## src/rtl/wdsc_defines.svh

```systemverilog
// constants of the watchdog and sleep control block
// assumes inclusion by bare name from the top module
`ifndef WDSC_DEFINES_SVH
`define WDSC_DEFINES_SVH
`define WDSC_OPT_IDX 16'h0081
`define WDSC_CFG_IDX 16'h2007
`define WDSC_ID_IDX 16'h2000
`define WDSC_CTL_ADDR 18'h00000
`define WDSC_OPT_RST 8'hFF
`define WDSC_CFG_RST 8'hFF
`define WDSC_OPT_PSA 3
`define WDSC_OPT_PS 2:0
`define WDSC_CFG_WATCHDOG_ENABLE_FUSE 2
`define WDSC_CFG_CP0 4
`define WDSC_CFG_FOSC 1:0
`define WDSC_FOSC_RC 2'h3
`define WDSC_ST_TO 4
`define WDSC_ST_PD 3
`define WDSC_ST_ASLEEP 0
`define WDSC_CMD_CLR 0
`define WDSC_CMD_SLEEP 1
`define WDSC_WAKE_MASK 8'hF7
`define WDSC_OST_TOSC 1024
`define WDSC_TOSC_NS 20
`define WDSC_CLK_NS 20
`define WDSC_OST_CYC ((`WDSC_OST_TOSC * `WDSC_TOSC_NS + `WDSC_CLK_NS - 1) / `WDSC_CLK_NS)
`define WDSC_WDT_BASE 16'h0012
`endif

```

## src/rtl/wdsc_pkg.sv

```systemverilog
// types of the watchdog and sleep control block
// assumes wdsc_defines.svh is on the include path
package wdsc_pkg;
    typedef enum logic [1:0] {ST_RUN, ST_SLEEP, ST_OST} wdsc_fsm_t;
    typedef enum logic [2:0] {SEL_NONE, SEL_CTL, SEL_OPT, SEL_CFG, SEL_ID} wdsc_sel_t;
    typedef struct packed {
        wdsc_sel_t sel;
        logic [1:0] idx;
    } wdsc_dec_t;
    typedef struct packed {
        logic [7:0] out;
        logic [7:0] oe_n;
    } wdsc_io_t;
    typedef struct packed {
        logic [7:0] flags;
        logic [7:0] enables;
        logic global_irq_enable;
    } wdsc_irq_t;
    typedef struct packed {
        wdsc_fsm_t fsm;
        logic [15:0] wdt_cnt;
        logic [7:0] pre_cnt;
        logic [7:0] option;
        logic [7:0] config_w;
        logic [3:0][7:0] idw;
        logic to_flag;
        logic pd_flag;
        logic wdt_cause;
        logic wake_irq;
        logic [10:0] ost_cnt;
        logic [12:0] resume_pc;
        wdsc_io_t io;
        logic dev_rst;
        logic wake;
        logic vector;
        logic tmr0_inc;
        logic a_wr;
        wdsc_dec_t a_dec;
        logic [31:0] rdata;
    } wdsc_state_t;
endpackage : wdsc_pkg

```

## src/rtl/wdsc_top.sv

```systemverilog
// watchdog timer with shared prescaler, sleep entry and wake-up control
// assumes a core that raises commands over AHB-Lite and synchronous inputs
// How it works
// - watchdog counts ticks of its own RC oscillator, also during sleep
// - expiry while running gives a device reset marked as watchdog
// - expiry while asleep wakes the core instead of resetting
// - any expiry clears the expiry flag
// - watchdog enable fuse low stops the watchdog for good
// - one prescaler, assign bit picks timer or watchdog, three ratio bits
// - clear and sleep commands zero counter and assigned postscaler
// - clear zeroes prescaler count only when assigned to watchdog, keeps its assignment
// - sleep clears watchdog, clears sleep flag, sets expiry flag, stops osc
// - pin drive states are frozen through sleep
// - reset pin resets state, option and counters but keeps the status flags; expiry or interrupt wake and continue
// - sleep flag set at power-up, cleared only by a real sleep
// - only clockless interrupt sources can wake from sleep
// - next program address is latched at sleep for first execution
// - wake needs the source enable only, global enable ignored
// - after wake, vector only if global enable set, else in line
// - pending enabled interrupt with global off turns sleep into no-op
// - interrupt during sleep execution: finish sleep, then wake at once
// - crystal modes wait 1024 oscillator periods after wake, RC none
// - four ID words reachable only in program/verify mode
// - program memory read-out allowed while code protect unprogrammed
//
// Decided for this implementation: register access over AHB-Lite.
`timescale 1ns/10ps
`default_nettype none
`include "wdsc_defines.svh"

module wdsc_top #(
    parameter logic [15:0] WDT_BASE_TICKS = `WDSC_WDT_BASE
) (
    // clock and reset
    input wire logic REF_CLK,
    input wire logic RST,
    // ahb-lite slave
    input wire logic HSEL,
    input wire logic [31:0] HADDR,
    input wire logic [1:0] HTRANS,
    input wire logic HWRITE,
    input wire logic [2:0] HSIZE,
    input wire logic [31:0] HWDATA,
    input wire logic HREADY,
    output logic HREADYOUT,
    output logic HRESP,
    output logic [31:0] HRDATA,
    // watchdog oscillator and timer side
    input wire logic WDT_OSC_TICK,
    input wire logic TMR0_TICK,
    output logic TMR0_INC,
    // core, pins and interrupts
    input wire logic EXT_RESET_PIN_N,
    input wire logic PROG_MODE,
    input wire logic [12:0] CORE_PC,
    input wire wdsc_pkg::wdsc_irq_t IRQ,
    input wire wdsc_pkg::wdsc_io_t IO_IN,
    output wdsc_pkg::wdsc_io_t IO_OUT,
    // power and reset control
    output logic DEVICE_RESET,
    output logic WDT_RESET_CAUSE,
    output logic OSC_DRIVER_EN,
    output logic CORE_RUN,
    output logic WAKE_PULSE,
    output logic WAKE_VECTOR,
    output logic [12:0] RESUME_PC,
    output logic [7:0] STATUS_FLAGS,
    output logic VERIFY_READ_EN
);

    wdsc_pkg::wdsc_state_t s;
    wdsc_pkg::wdsc_state_t n;

    // byte address of a printed register index
    function automatic logic [17:0] idx_addr(input logic [15:0] idx);
        idx_addr = {idx, 2'h0};
    endfunction : idx_addr

    function automatic wdsc_pkg::wdsc_dec_t decode(input logic [31:0] a);
        decode.sel = wdsc_pkg::SEL_NONE;
        decode.idx = a[3:2];
        if (a[31:18] != 14'h0000) begin
            decode.sel = wdsc_pkg::SEL_NONE;
        end else if (a[17:0] == `WDSC_CTL_ADDR) begin
            decode.sel = wdsc_pkg::SEL_CTL;
        end else if (a[17:0] == idx_addr(`WDSC_OPT_IDX)) begin
            decode.sel = wdsc_pkg::SEL_OPT;
        end else if (a[17:0] == idx_addr(`WDSC_CFG_IDX)) begin
            decode.sel = wdsc_pkg::SEL_CFG;
        end else if (a[17:4] == idx_addr(`WDSC_ID_IDX) >> 4) begin
            decode.sel = wdsc_pkg::SEL_ID;
        end
    endfunction : decode

    // last count of the shared scaler: watchdog 1:2^ps, timer 1:2^(ps+1)
    function automatic logic [7:0] ratio_last(input logic [2:0] ps, input logic to_wdt);
        logic [8:0] full;
        full = 9'h001 << ps;
        if (!to_wdt) begin
            full = full << 1;
        end
        ratio_last = full[7:0] - 8'h01;
    endfunction : ratio_last

    logic acc;
    logic clr_cmd;
    logic slp_cmd;
    logic wdt_on;
    logic prescaler_assign_select;
    logic base_exp;
    logic expire;
    logic pend;
    logic wake_src;
    logic crystal;
    logic [31:0] rd_val;

    always_comb begin
        n = s;
        n.dev_rst = 1'b0;
        n.wake = 1'b0;
        n.vector = 1'b0;
        n.tmr0_inc = 1'b0;
        clr_cmd = 1'b0;
        slp_cmd = 1'b0;
        base_exp = 1'b0;
        expire = 1'b0;
        rd_val = 32'h00000000;
        wdt_on = s.config_w[`WDSC_CFG_WATCHDOG_ENABLE_FUSE];
        prescaler_assign_select = s.option[`WDSC_OPT_PSA];
        crystal = s.config_w[`WDSC_CFG_FOSC] != `WDSC_FOSC_RC;
        pend = |(IRQ.flags & IRQ.enables);
        wake_src = |(IRQ.flags & IRQ.enables & `WDSC_WAKE_MASK);

        // address phase: decode and prepare read data
        acc = HSEL & HTRANS[1] & HREADY;
        n.a_wr = acc & HWRITE;
        n.a_dec = decode(HADDR);
        case (n.a_dec.sel)
            wdsc_pkg::SEL_CTL: begin
                rd_val[`WDSC_ST_TO] = s.to_flag;
                rd_val[`WDSC_ST_PD] = s.pd_flag;
                rd_val[`WDSC_ST_ASLEEP] = s.fsm != wdsc_pkg::ST_RUN;
            end
            wdsc_pkg::SEL_OPT: begin
                rd_val[7:0] = s.option;
            end
            wdsc_pkg::SEL_CFG: begin
                rd_val[7:0] = s.config_w;
            end
            wdsc_pkg::SEL_ID: begin
                if (PROG_MODE) begin
                    rd_val[7:0] = s.idw[n.a_dec.idx];
                end
            end
            default: begin
                rd_val = 32'h00000000;
            end
        endcase
        if (acc && !HWRITE) begin
            n.rdata = rd_val;
        end

        // data phase: apply write
        if (s.a_wr) begin
            case (s.a_dec.sel)
                wdsc_pkg::SEL_CTL: begin
                    clr_cmd = HWDATA[`WDSC_CMD_CLR];
                    slp_cmd = HWDATA[`WDSC_CMD_SLEEP];
                end
                wdsc_pkg::SEL_OPT: begin
                    n.option = HWDATA[7:0];
                end
                wdsc_pkg::SEL_CFG: begin
                    if (PROG_MODE) begin
                        n.config_w = HWDATA[7:0];
                    end
                end
                wdsc_pkg::SEL_ID: begin
                    if (PROG_MODE) begin
                        n.idw[s.a_dec.idx] = HWDATA[7:0];
                    end
                end
                default: begin
                    clr_cmd = 1'b0;
                end
            endcase
        end

        // base counter on the rc oscillator tick
        if (WDT_OSC_TICK && wdt_on) begin
            if (s.wdt_cnt >= WDT_BASE_TICKS - 16'h0001) begin
                n.wdt_cnt = 16'h0000;
                base_exp = 1'b1;
            end else begin
                n.wdt_cnt = s.wdt_cnt + 16'h0001;
            end
        end

        // shared scaler: postscaler for watchdog, prescaler for timer
        if (prescaler_assign_select) begin
            if (base_exp) begin
                if (s.pre_cnt >= ratio_last(s.option[`WDSC_OPT_PS], 1'b1)) begin
                    n.pre_cnt = 8'h00;
                    expire = 1'b1;
                end else begin
                    n.pre_cnt = s.pre_cnt + 8'h01;
                end
            end
        end else begin
            expire = base_exp;
            if (TMR0_TICK) begin
                if (s.pre_cnt >= ratio_last(s.option[`WDSC_OPT_PS], 1'b0)) begin
                    n.pre_cnt = 8'h00;
                    n.tmr0_inc = 1'b1;
                end else begin
                    n.pre_cnt = s.pre_cnt + 8'h01;
                end
            end
        end

        // clear command
        if (clr_cmd && s.fsm == wdsc_pkg::ST_RUN) begin
            n.wdt_cnt = 16'h0000;
            expire = 1'b0;
            if (prescaler_assign_select) begin
                n.pre_cnt = 8'h00;
            end
            n.to_flag = 1'b1;
            n.pd_flag = 1'b1;
        end

        // sleep command; pending source with global off makes it a no-op
        if (slp_cmd && s.fsm == wdsc_pkg::ST_RUN && !(pend && !IRQ.global_irq_enable)) begin
            n.wdt_cnt = 16'h0000;
            expire = 1'b0;
            if (prescaler_assign_select) begin
                n.pre_cnt = 8'h00;
            end
            n.pd_flag = 1'b0;
            n.to_flag = 1'b1;
            n.io = IO_IN;
            n.resume_pc = CORE_PC + 13'h0001;
            n.fsm = wdsc_pkg::ST_SLEEP;
        end

        // pins follow the core while running, frozen otherwise
        if (s.fsm == wdsc_pkg::ST_RUN && n.fsm == wdsc_pkg::ST_RUN) begin
            n.io = IO_IN;
        end

        case (s.fsm)
            wdsc_pkg::ST_RUN: begin
                if (expire) begin
                    n.dev_rst = 1'b1;
                    n.wdt_cause = 1'b1;
                    n.to_flag = 1'b0;
                    n.pd_flag = 1'b1;
                    n.option = `WDSC_OPT_RST;
                    n.wdt_cnt = 16'h0000;
                    n.pre_cnt = 8'h00;
                    n.fsm = wdsc_pkg::ST_RUN;
                end
            end
            wdsc_pkg::ST_SLEEP: begin
                if (expire || wake_src) begin
                    if (expire) begin
                        n.to_flag = 1'b0;
                    end
                    n.wake_irq = wake_src && !expire;
                    if (crystal) begin
                        n.ost_cnt = 11'(`WDSC_OST_CYC - 1);
                        n.fsm = wdsc_pkg::ST_OST;
                    end else begin
                        n.wake = 1'b1;
                        n.vector = wake_src && !expire && IRQ.global_irq_enable;
                        n.fsm = wdsc_pkg::ST_RUN;
                    end
                end
            end
            wdsc_pkg::ST_OST: begin
                if (s.ost_cnt == 11'h000) begin
                    n.wake = 1'b1;
                    n.vector = s.wake_irq && IRQ.global_irq_enable;
                    n.fsm = wdsc_pkg::ST_RUN;
                end else begin
                    n.ost_cnt = s.ost_cnt - 11'h001;
                end
                if (expire) begin
                    n.to_flag = 1'b0;
                end
            end
            default: begin
                n.fsm = wdsc_pkg::ST_RUN;
            end
        endcase

        // reset pin overrides state, option, counters, cause and wake outputs; flags kept for cause checking
        if (!EXT_RESET_PIN_N) begin
            n.dev_rst = 1'b1;
            n.wdt_cause = 1'b0;
            n.wake = 1'b0;
            n.vector = 1'b0;
            n.option = `WDSC_OPT_RST;
            n.wdt_cnt = 16'h0000;
            n.pre_cnt = 8'h00;
            n.fsm = wdsc_pkg::ST_RUN;
        end
    end

    // power-up values: expiry and sleep flags both set
    always_ff @(posedge REF_CLK) begin
        if (RST) begin
            s <= '0;
            s.fsm <= wdsc_pkg::ST_RUN;
            s.option <= `WDSC_OPT_RST;
            s.config_w <= `WDSC_CFG_RST;
            s.to_flag <= 1'b1;
            s.pd_flag <= 1'b1;
            s.io.oe_n <= 8'hFF;
        end else begin
            s <= n;
        end
    end

    // zero wait state, always okay
    assign HREADYOUT = 1'b1;
    assign HRESP = 1'b0;
    assign HRDATA = s.rdata;
    assign TMR0_INC = s.tmr0_inc;
    assign IO_OUT = s.io;
    assign DEVICE_RESET = s.dev_rst;
    assign WDT_RESET_CAUSE = s.wdt_cause;
    assign OSC_DRIVER_EN = s.fsm == wdsc_pkg::ST_RUN || s.fsm == wdsc_pkg::ST_OST;
    assign CORE_RUN = s.fsm == wdsc_pkg::ST_RUN;
    assign WAKE_PULSE = s.wake;
    assign WAKE_VECTOR = s.vector;
    assign RESUME_PC = s.resume_pc;
    assign STATUS_FLAGS = {3'h0, s.to_flag, s.pd_flag, 3'h0};
    // unprogrammed protect bit reads as one
    assign VERIFY_READ_EN = s.config_w[`WDSC_CFG_CP0];

endmodule : wdsc_top

`default_nettype wire

```

## config.mk

```make
export PLATFORM = sky130hd
export DESIGN_NAME = wdsc_top
export DESIGN_NICKNAME = d
export VERILOG_FILES = /design/src/rtl/wdsc_pkg.sv /design/src/rtl/wdsc_top.sv
export VERILOG_INCLUDE_DIRS = /design/src /design/src/rtl
export SDC_FILE = /design/constraint.sdc
export NUM_CORES = 1
export LEC_CHECK = 0
export BUFFER_PORTS_ARGS = -buffer_cell sky130_fd_sc_hd__buf_2
export CORE_MARGIN = 1
export CORE_UTILIZATION = 57
export DETAILED_ROUTE_END_ITERATION = 10
export GPL_TIMING_DRIVEN = 0
export PLACE_DENSITY = 0.84
export SLEW_MARGIN = 20
export SYNTH_ARGS = -nofsm -noshare
export SYNTH_HDL_FRONTEND = slang
export SYNTH_SLANG_ARGS = --single-unit
export TNS_END_PERCENT = 5
```

## constraint.sdc

```tcl
create_clock -name REF_CLK -period 5.45 [get_ports REF_CLK]
set_input_delay 0.2725 -clock REF_CLK [delete_from_list [all_inputs] [get_ports REF_CLK]]
set_output_delay 0.2725 -clock REF_CLK [all_outputs]
set_load 0.005 [all_outputs]
```

After elaboration in Yosys (flattened, before gate mapping)

Index checks and enable logic that the tools add are counted.
W data, S select, Z words.

Register bits after elaboration: 136
Output and inout bits: 79

Add/sub/neg operators: 6
Magnitude comparators: 6
Equality and inequality tests: 17
Shift operators: 1
Mux-type cells: 72
Bitwise logic cells: 6
Reduce and logical (&&, ||, !) cells: 34

Operators with widths:

| cell                    | number |
|---|---|
| $mux W8                 | 15 |
| $mux W32                | 3 |
| $mux W16                | 4 |
| $mux W48                | 1 |
| $mux W34                | 1 |
| $mux W11                | 3 |
| $bwmux W32              | 1 |
| $mux W26                | 1 |
| $mux W24                | 1 |
| $pmux W11 S2            | 1 |
| $mux W3                 | 7 |
| $eq A18 B10 Y1 const B  | 1 |
| $eq A18 B16 Y1 const B  | 1 |
| $logic_not A18 Y1       | 1 |
| $mux W2                 | 9 |
| $add A16 B1 Y16 const B | 1 |
| $bmux W8 S2             | 1 |
| $demux W8 S2            | 1 |
| $ge A16 B5 Y1 const B   | 1 |
| $ge A8 B8 Y1            | 2 |
| $mux W1                 | 16 |
| $sub A8 B1 Y8 const B   | 2 |
| $eq A14 B12 Y1 const B  | 1 |
| $reduce_bool A14 Y1     | 1 |
| other kinds (34)        | 66 |

Longest topological paths before layout

Depth after elaboration: 15
Mapped depth: 11
Depth with buffers taken out: 11

Worst setup path after synthesis

OpenSTA, ideal clock, no wires.

Path type: register -> register
Start: register s[128] (netlist bit)
End: register s[159] (netlist bit)
Arrival: 2282 ps
Data required time: 5321 ps
Path slack: 3039 ps
Cell stages (with the launch flop): 10
Path buffers: 1
Period minus slack after synthesis: 2411 ps
Path through: dfxtp_1 > o21ai_0 > ha_1 > a221o_1 > a311oi_4 > o21ai_2 > and3_1 > clkbuf_1 > o2111ai_1 > o31ai_1

Cells in the longest elaborated chain, start to end: 11
Elaborated cells between the ends (all ways): 12

RTL lines:

| element                  | line            | RTL |
|---|---|---|
| start: declaration       | wdsc_top.sv:71  | `wdsc_pkg::wdsc_state_t s;` |
| start signal: assignment | wdsc_top.sv:321 | `s <= n;` |
| $shl A1 B3 Y8 *          | --              |  |
| $sub A8 B1 Y8 *          | wdsc_top.sv:102 | `ratio_last = full[7:0] - 8'h01;` |
| $ge A8 B8 Y1 *           | wdsc_top.sv:202 | `` if (s.pre_cnt >= ratio_last(s.option[`WDSC_OPT_PS], 1'b1)) begin `` |
| $mux W1 *                | wdsc_top.sv:202 |  |
| $mux W1 *                | wdsc_top.sv:201 | `if (base_exp) begin` |
| $mux W1 *                | wdsc_top.sv:200 | `if (prescaler_assign_select) begin` |
| $mux W1 *                | wdsc_top.sv:222 | `if (clr_cmd && s.fsm == wdsc_pkg::ST_RUN) begin` |
| $mux W1 *                | wdsc_top.sv:233 | `if (slp_cmd && s.fsm == wdsc_pkg::ST_RUN && !(pend && !IRQ.global_irq_enable)) begin` |
| $logic_or A1 B1 Y1       | wdsc_top.sv:265 | `if (expire \|\| wake_src) begin` |
| $mux W2                  | wdsc_top.sv:265 |  |
| $pmux W2 S3 *            | wdsc_top.sv:251 | `case (s.fsm)` |

Mark *: on every way between the ends. The rest lies on a longest branch, timed or not.
A chain may end at the register's enable or synchronous reset.

Worst setup path after layout

Start: register s[127] (netlist bit)
End: register s[78] (netlist bit)

Cells in the longest elaborated chain, start to end: 11

RTL lines:

| element                     | line |
|---|---|
| $shl A1 B3 Y8               | -- |
| $sub A8 B1 Y8               | wdsc_top.sv:102 |
| $ge A8 B8 Y1                | wdsc_top.sv:202 |
| $mux W1                     | wdsc_top.sv:202 |
| $mux W1                     | wdsc_top.sv:201 |
| $mux W1                     | wdsc_top.sv:200 |
| $mux W1                     | wdsc_top.sv:222 |
| $mux W1                     | wdsc_top.sv:233 |
| $logic_or A1 B1 Y1          | wdsc_top.sv:265 |
| $ne A2 B2 Y1 (no line)      | -- |
| $reduce_and A4 Y1 (no line) | -- |

No other way between the ends.

==> PnR_summary.wiki <==
{| class="wikitable"
! Metric !! Value
|-
| Port Buf Inserts || 140
|-
| Initial core utilization || 58.4%
|-
| Global-route usage over all layers || between 20% and 30%
|-
| DRC violations left || 0
|-
| Signal arrival time at the worst endpoint || approximately 3300 ps
|-
| Final hold violation count || 0
|-
| Number of storage elements in the synthesis netlist || ~140
|-
| Total wire length || 18,300 um
|-
| Post-cts sizing count || 0
|-
| I/O pin count || ~200
|-
| Latest clock arrival within the worst-skew pair || 430 ps
|-
| Share of layout cells above drive strength 1 || 25.3%
|-
| DR pass1 iterations || 5
|-
| Quantity of hold-fixing buffers added after cts || 0
|-
| Maximum resistive drop on vdd || 0.228 mV
|-
| Worst slew pin tran || 842 ps
|-
| Global-route wire length before repair || 28,800 um
|-
| Number of slew-limit violations in the final report || 0
|-
| Slew Limit Headroom || 43.3%
|-
| Total congestion overflow || 0
|-
| Endpoints failing setup || 0
|-
| Clk slew on worst S/H paths || ~60 ps
|-
| Unrepaired setup endpoints after global routing || no
|-
| N_diodes || 0
|-
| CTS tree || yes
|-
| Crit end category || register
|-
| DIE HEIGHT || between 100 and 150 um
|-
| Hold Path Class || in -> reg
|-
| Number of antenna violations at the first check in global routing || 0
|-
| Area delta synth->final || 21.5%
|-
| Instance count of the mapped netlist || 866
|-
| Maximum clock skew at final layout || 8.87 ps
|-
| Startpoint type of the worst setup path || register
|-
| Fillers || 1,023
|-
| H-Tree Depth || 4
|-
| Final setup TNS || 0 ps
|-
| Average cell area after synthesis || 8.51 sq um
|-
| Cell area after technology mapping || 7370 sq um
|-
| Number of global-route vias before repair || 6,058
|-
| Sequential-to-total area share from yosys stat || 36.9%
|-
| Final nets || 1,201
|-
| Hold Path Cell Cnt || 2
|-
| Number of violations of the max-capacitance limit || 0
|-
| Required time reported for the critical path endpoint || 5780 ps
|-
| DR vias || 6,765
|-
| Largest net degree at the start of global routing || 17
|-
| Start-to-end type of the worst setup path || reg -> reg
|-
| Status || complete, no violations
|-
| Number of synthesis warnings || 0
|-
| Root Buffer || sky130_fd_sc_hd__clkbuf_16
|-
| TritonCTS sink count || 136
|-
| Tcrit/Tclk final || between 50% and 60%
|-
| Clock buffer count from CTS || 17
|-
| Async SR Flop Fraction || 0%
|-
| Count of standard-cell rows || roughly 40
|-
| Clock buffer depth || 2
|-
| R2R cell count || 11
|-
| Drt wl/cell || approximately 15 um
|-
| Floorplan die width || 116 um
|-
| Total leakage power || 3.91 nW
|-
| Finished Core Util || between 70% and 80%
|-
| Highest achievable clock rate || 342 MHz
|-
| Core Area || about 13,000 sq um
|-
| Maximum net fanout on the critical path || 10
|-
| Setup fix buffers added after clock tree synthesis || 0
|-
| Final weighted congestion of routability-driven global placement || a little under 0.9
|-
| Hold WS || approximately 46 ps
|-
| Half-perimeter wire length after detailed placement || 13,300 um
|-
| Shortest clock period the worst path allows after layout || 2920 ps
|-
| Remaining number of nets flagged by the antenna check after routing || 0
|-
| Full die area || 13,400 sq um
|-
| Count of flip-flops with a built-in enable after synthesis || 0
|-
| Number of unique standard cell types used by synthesis || 69
|-
| Initial drt markers || 451
|-
| Post-detailed-route via-to-cell ratio || around 5.5
|-
| Dominant synthesized flop cell || sky130_fd_sc_hd__dfxtp_1
|-
| Power density of the placed cells || 249 nW/um^2
|}
[worst paths after layout]
check	startpoint	to	slack, ps
worst max-delay path	s[127]$_SDFF_PP1_	s[78]$_SDFFE_PP0P_	2530
worst min-delay path	IO_IN[0]	IO_OUT[0]$_SDFFE_PP1P_	50
worst max register to register	s[127]$_SDFF_PP1_	s[78]$_SDFFE_PP0P_	2530
worst min register to register	s[81]$_SDFFE_PP0P_	s[81]$_SDFFE_PP0P_	450
[per-layer routing]
layer  share of wire [%]  track usage (%)  up-vias
met3                 7.0             7.22       28
met5                   0                0        -
li1                    -                -     3342
met1                  43             33.6     3132
met2                  49             47.7      263
met4                 1.5             9.74        0
[where the power goes]
part           internal, W  switching, W  total, W
registers          0.00100    0.00000509   0.00101
logic            0.0000726     0.0000722  0.000145
clock network     0.000628      0.000450   0.00108
[cell usage in the layout (no fill, tap or decap), drive strengths merged, types with 7 or more instances in the layout]
master,instances
buf,220
dfxtp,136
nor2,118
nand2,99
clkbuf,45
mux2i,42
nand3,35
conb,33
o21ai,29
a21oi,26
nor3,23
ha,21
inv,21
nor2b,17
a211oi,16
and3,15
nand4,14
xor2,13
xnor2,13
a31oi,12
nor4,12
nand3b,8
a211o,8
mux4,8
a22oi,7
a311oi,7
[cell usage after synthesis (14+ instances only)]
cell | count | area, sq um
sky130_fd_sc_hd__dfxtp_1 | 136 | 2720
sky130_fd_sc_hd__nor2_1 | 117 | 439
sky130_fd_sc_hd__nand2_1 | 97 | 364
sky130_fd_sc_hd__buf_4 | 72 | 541
sky130_fd_sc_hd__mux2i_1 | 42 | 420
sky130_fd_sc_hd__nand3_1 | 34 | 170
sky130_fd_sc_hd__clkbuf_1 | 27 | 101
sky130_fd_sc_hd__a21oi_1 | 26 | 130
sky130_fd_sc_hd__nor3_1 | 22 | 110
sky130_fd_sc_hd__ha_1 | 21 | 263
sky130_fd_sc_hd__o21ai_0 | 21 | 105
sky130_fd_sc_hd__inv_1 | 17 | 63.8
sky130_fd_sc_hd__nor2b_1 | 17 | 106
sky130_fd_sc_hd__a211oi_1 | 16 | 120
sky130_fd_sc_hd__and3_1 | 14 | 87.6
sky130_fd_sc_hd__nand4_1 | 14 | 87.6
[layout make-up]
cell class	count	area, sq um	share of cell area (%)
Multi-Input combinational cell	637	4030	44.9
Sequential cell	136	2720	30.4
Timing Repair Buffer	140	701	7.82
Buffer	107	677	7.56
Clock buffer	18	429	4.79
Tap cell	172	215	2.40
Clock inverter	14	124	1.38
Inverter	17	63.8	0.712
[cells by family (layout without fill, tap and decap cells)]
logic type	after synthesis	after routing	synth area share, %
DFF	136	136	36.9
other	2	33	0.102
xor gates and xnor gates	26	26	3.09
muxes	50	50	8.35
buffers and inverters	124	296	10.0
and+or+nand+nor	369	369	24.5
adders and majority gates	21	21	3.56
AOI/OAI and AO/OA	138	138	13.5
[per-stage QoR]
step | area (sq um) | total power [W] | cells | setup slack (ps)
finish | 8960 | 0.00223 | 1241 | 2530
global route | 8960 | 0.00230 | 1241 | 2340
CTS | 8960 | 0.00224 | 1241 | 2580
detailed placement | 8400 | 0.00117 | 1209 | 2600
global placement | 8400 | 0.00117 | 1209 | 2660
floorplan | 7490 | 0.00111 | 897 | 3040
[worst max-delay path, cell delays in order, from the launching register on]
cell and delay [ps]:
sky130_fd_sc_hd__dfxtp_1 370, sky130_fd_sc_hd__nor2_1 270, sky130_fd_sc_hd__nand2_1 120, sky130_fd_sc_hd__ha_1 280
sky130_fd_sc_hd__nor2b_1 40, sky130_fd_sc_hd__o21ai_0 340, sky130_fd_sc_hd__a311oi_4 200, sky130_fd_sc_hd__o21a_1 250
sky130_fd_sc_hd__o21ai_2 290, sky130_fd_sc_hd__buf_2 270, sky130_fd_sc_hd__a31oi_1 100, sky130_fd_sc_hd__a311oi_1 270
Note: power is estimated with default switching activity, not from simulation.
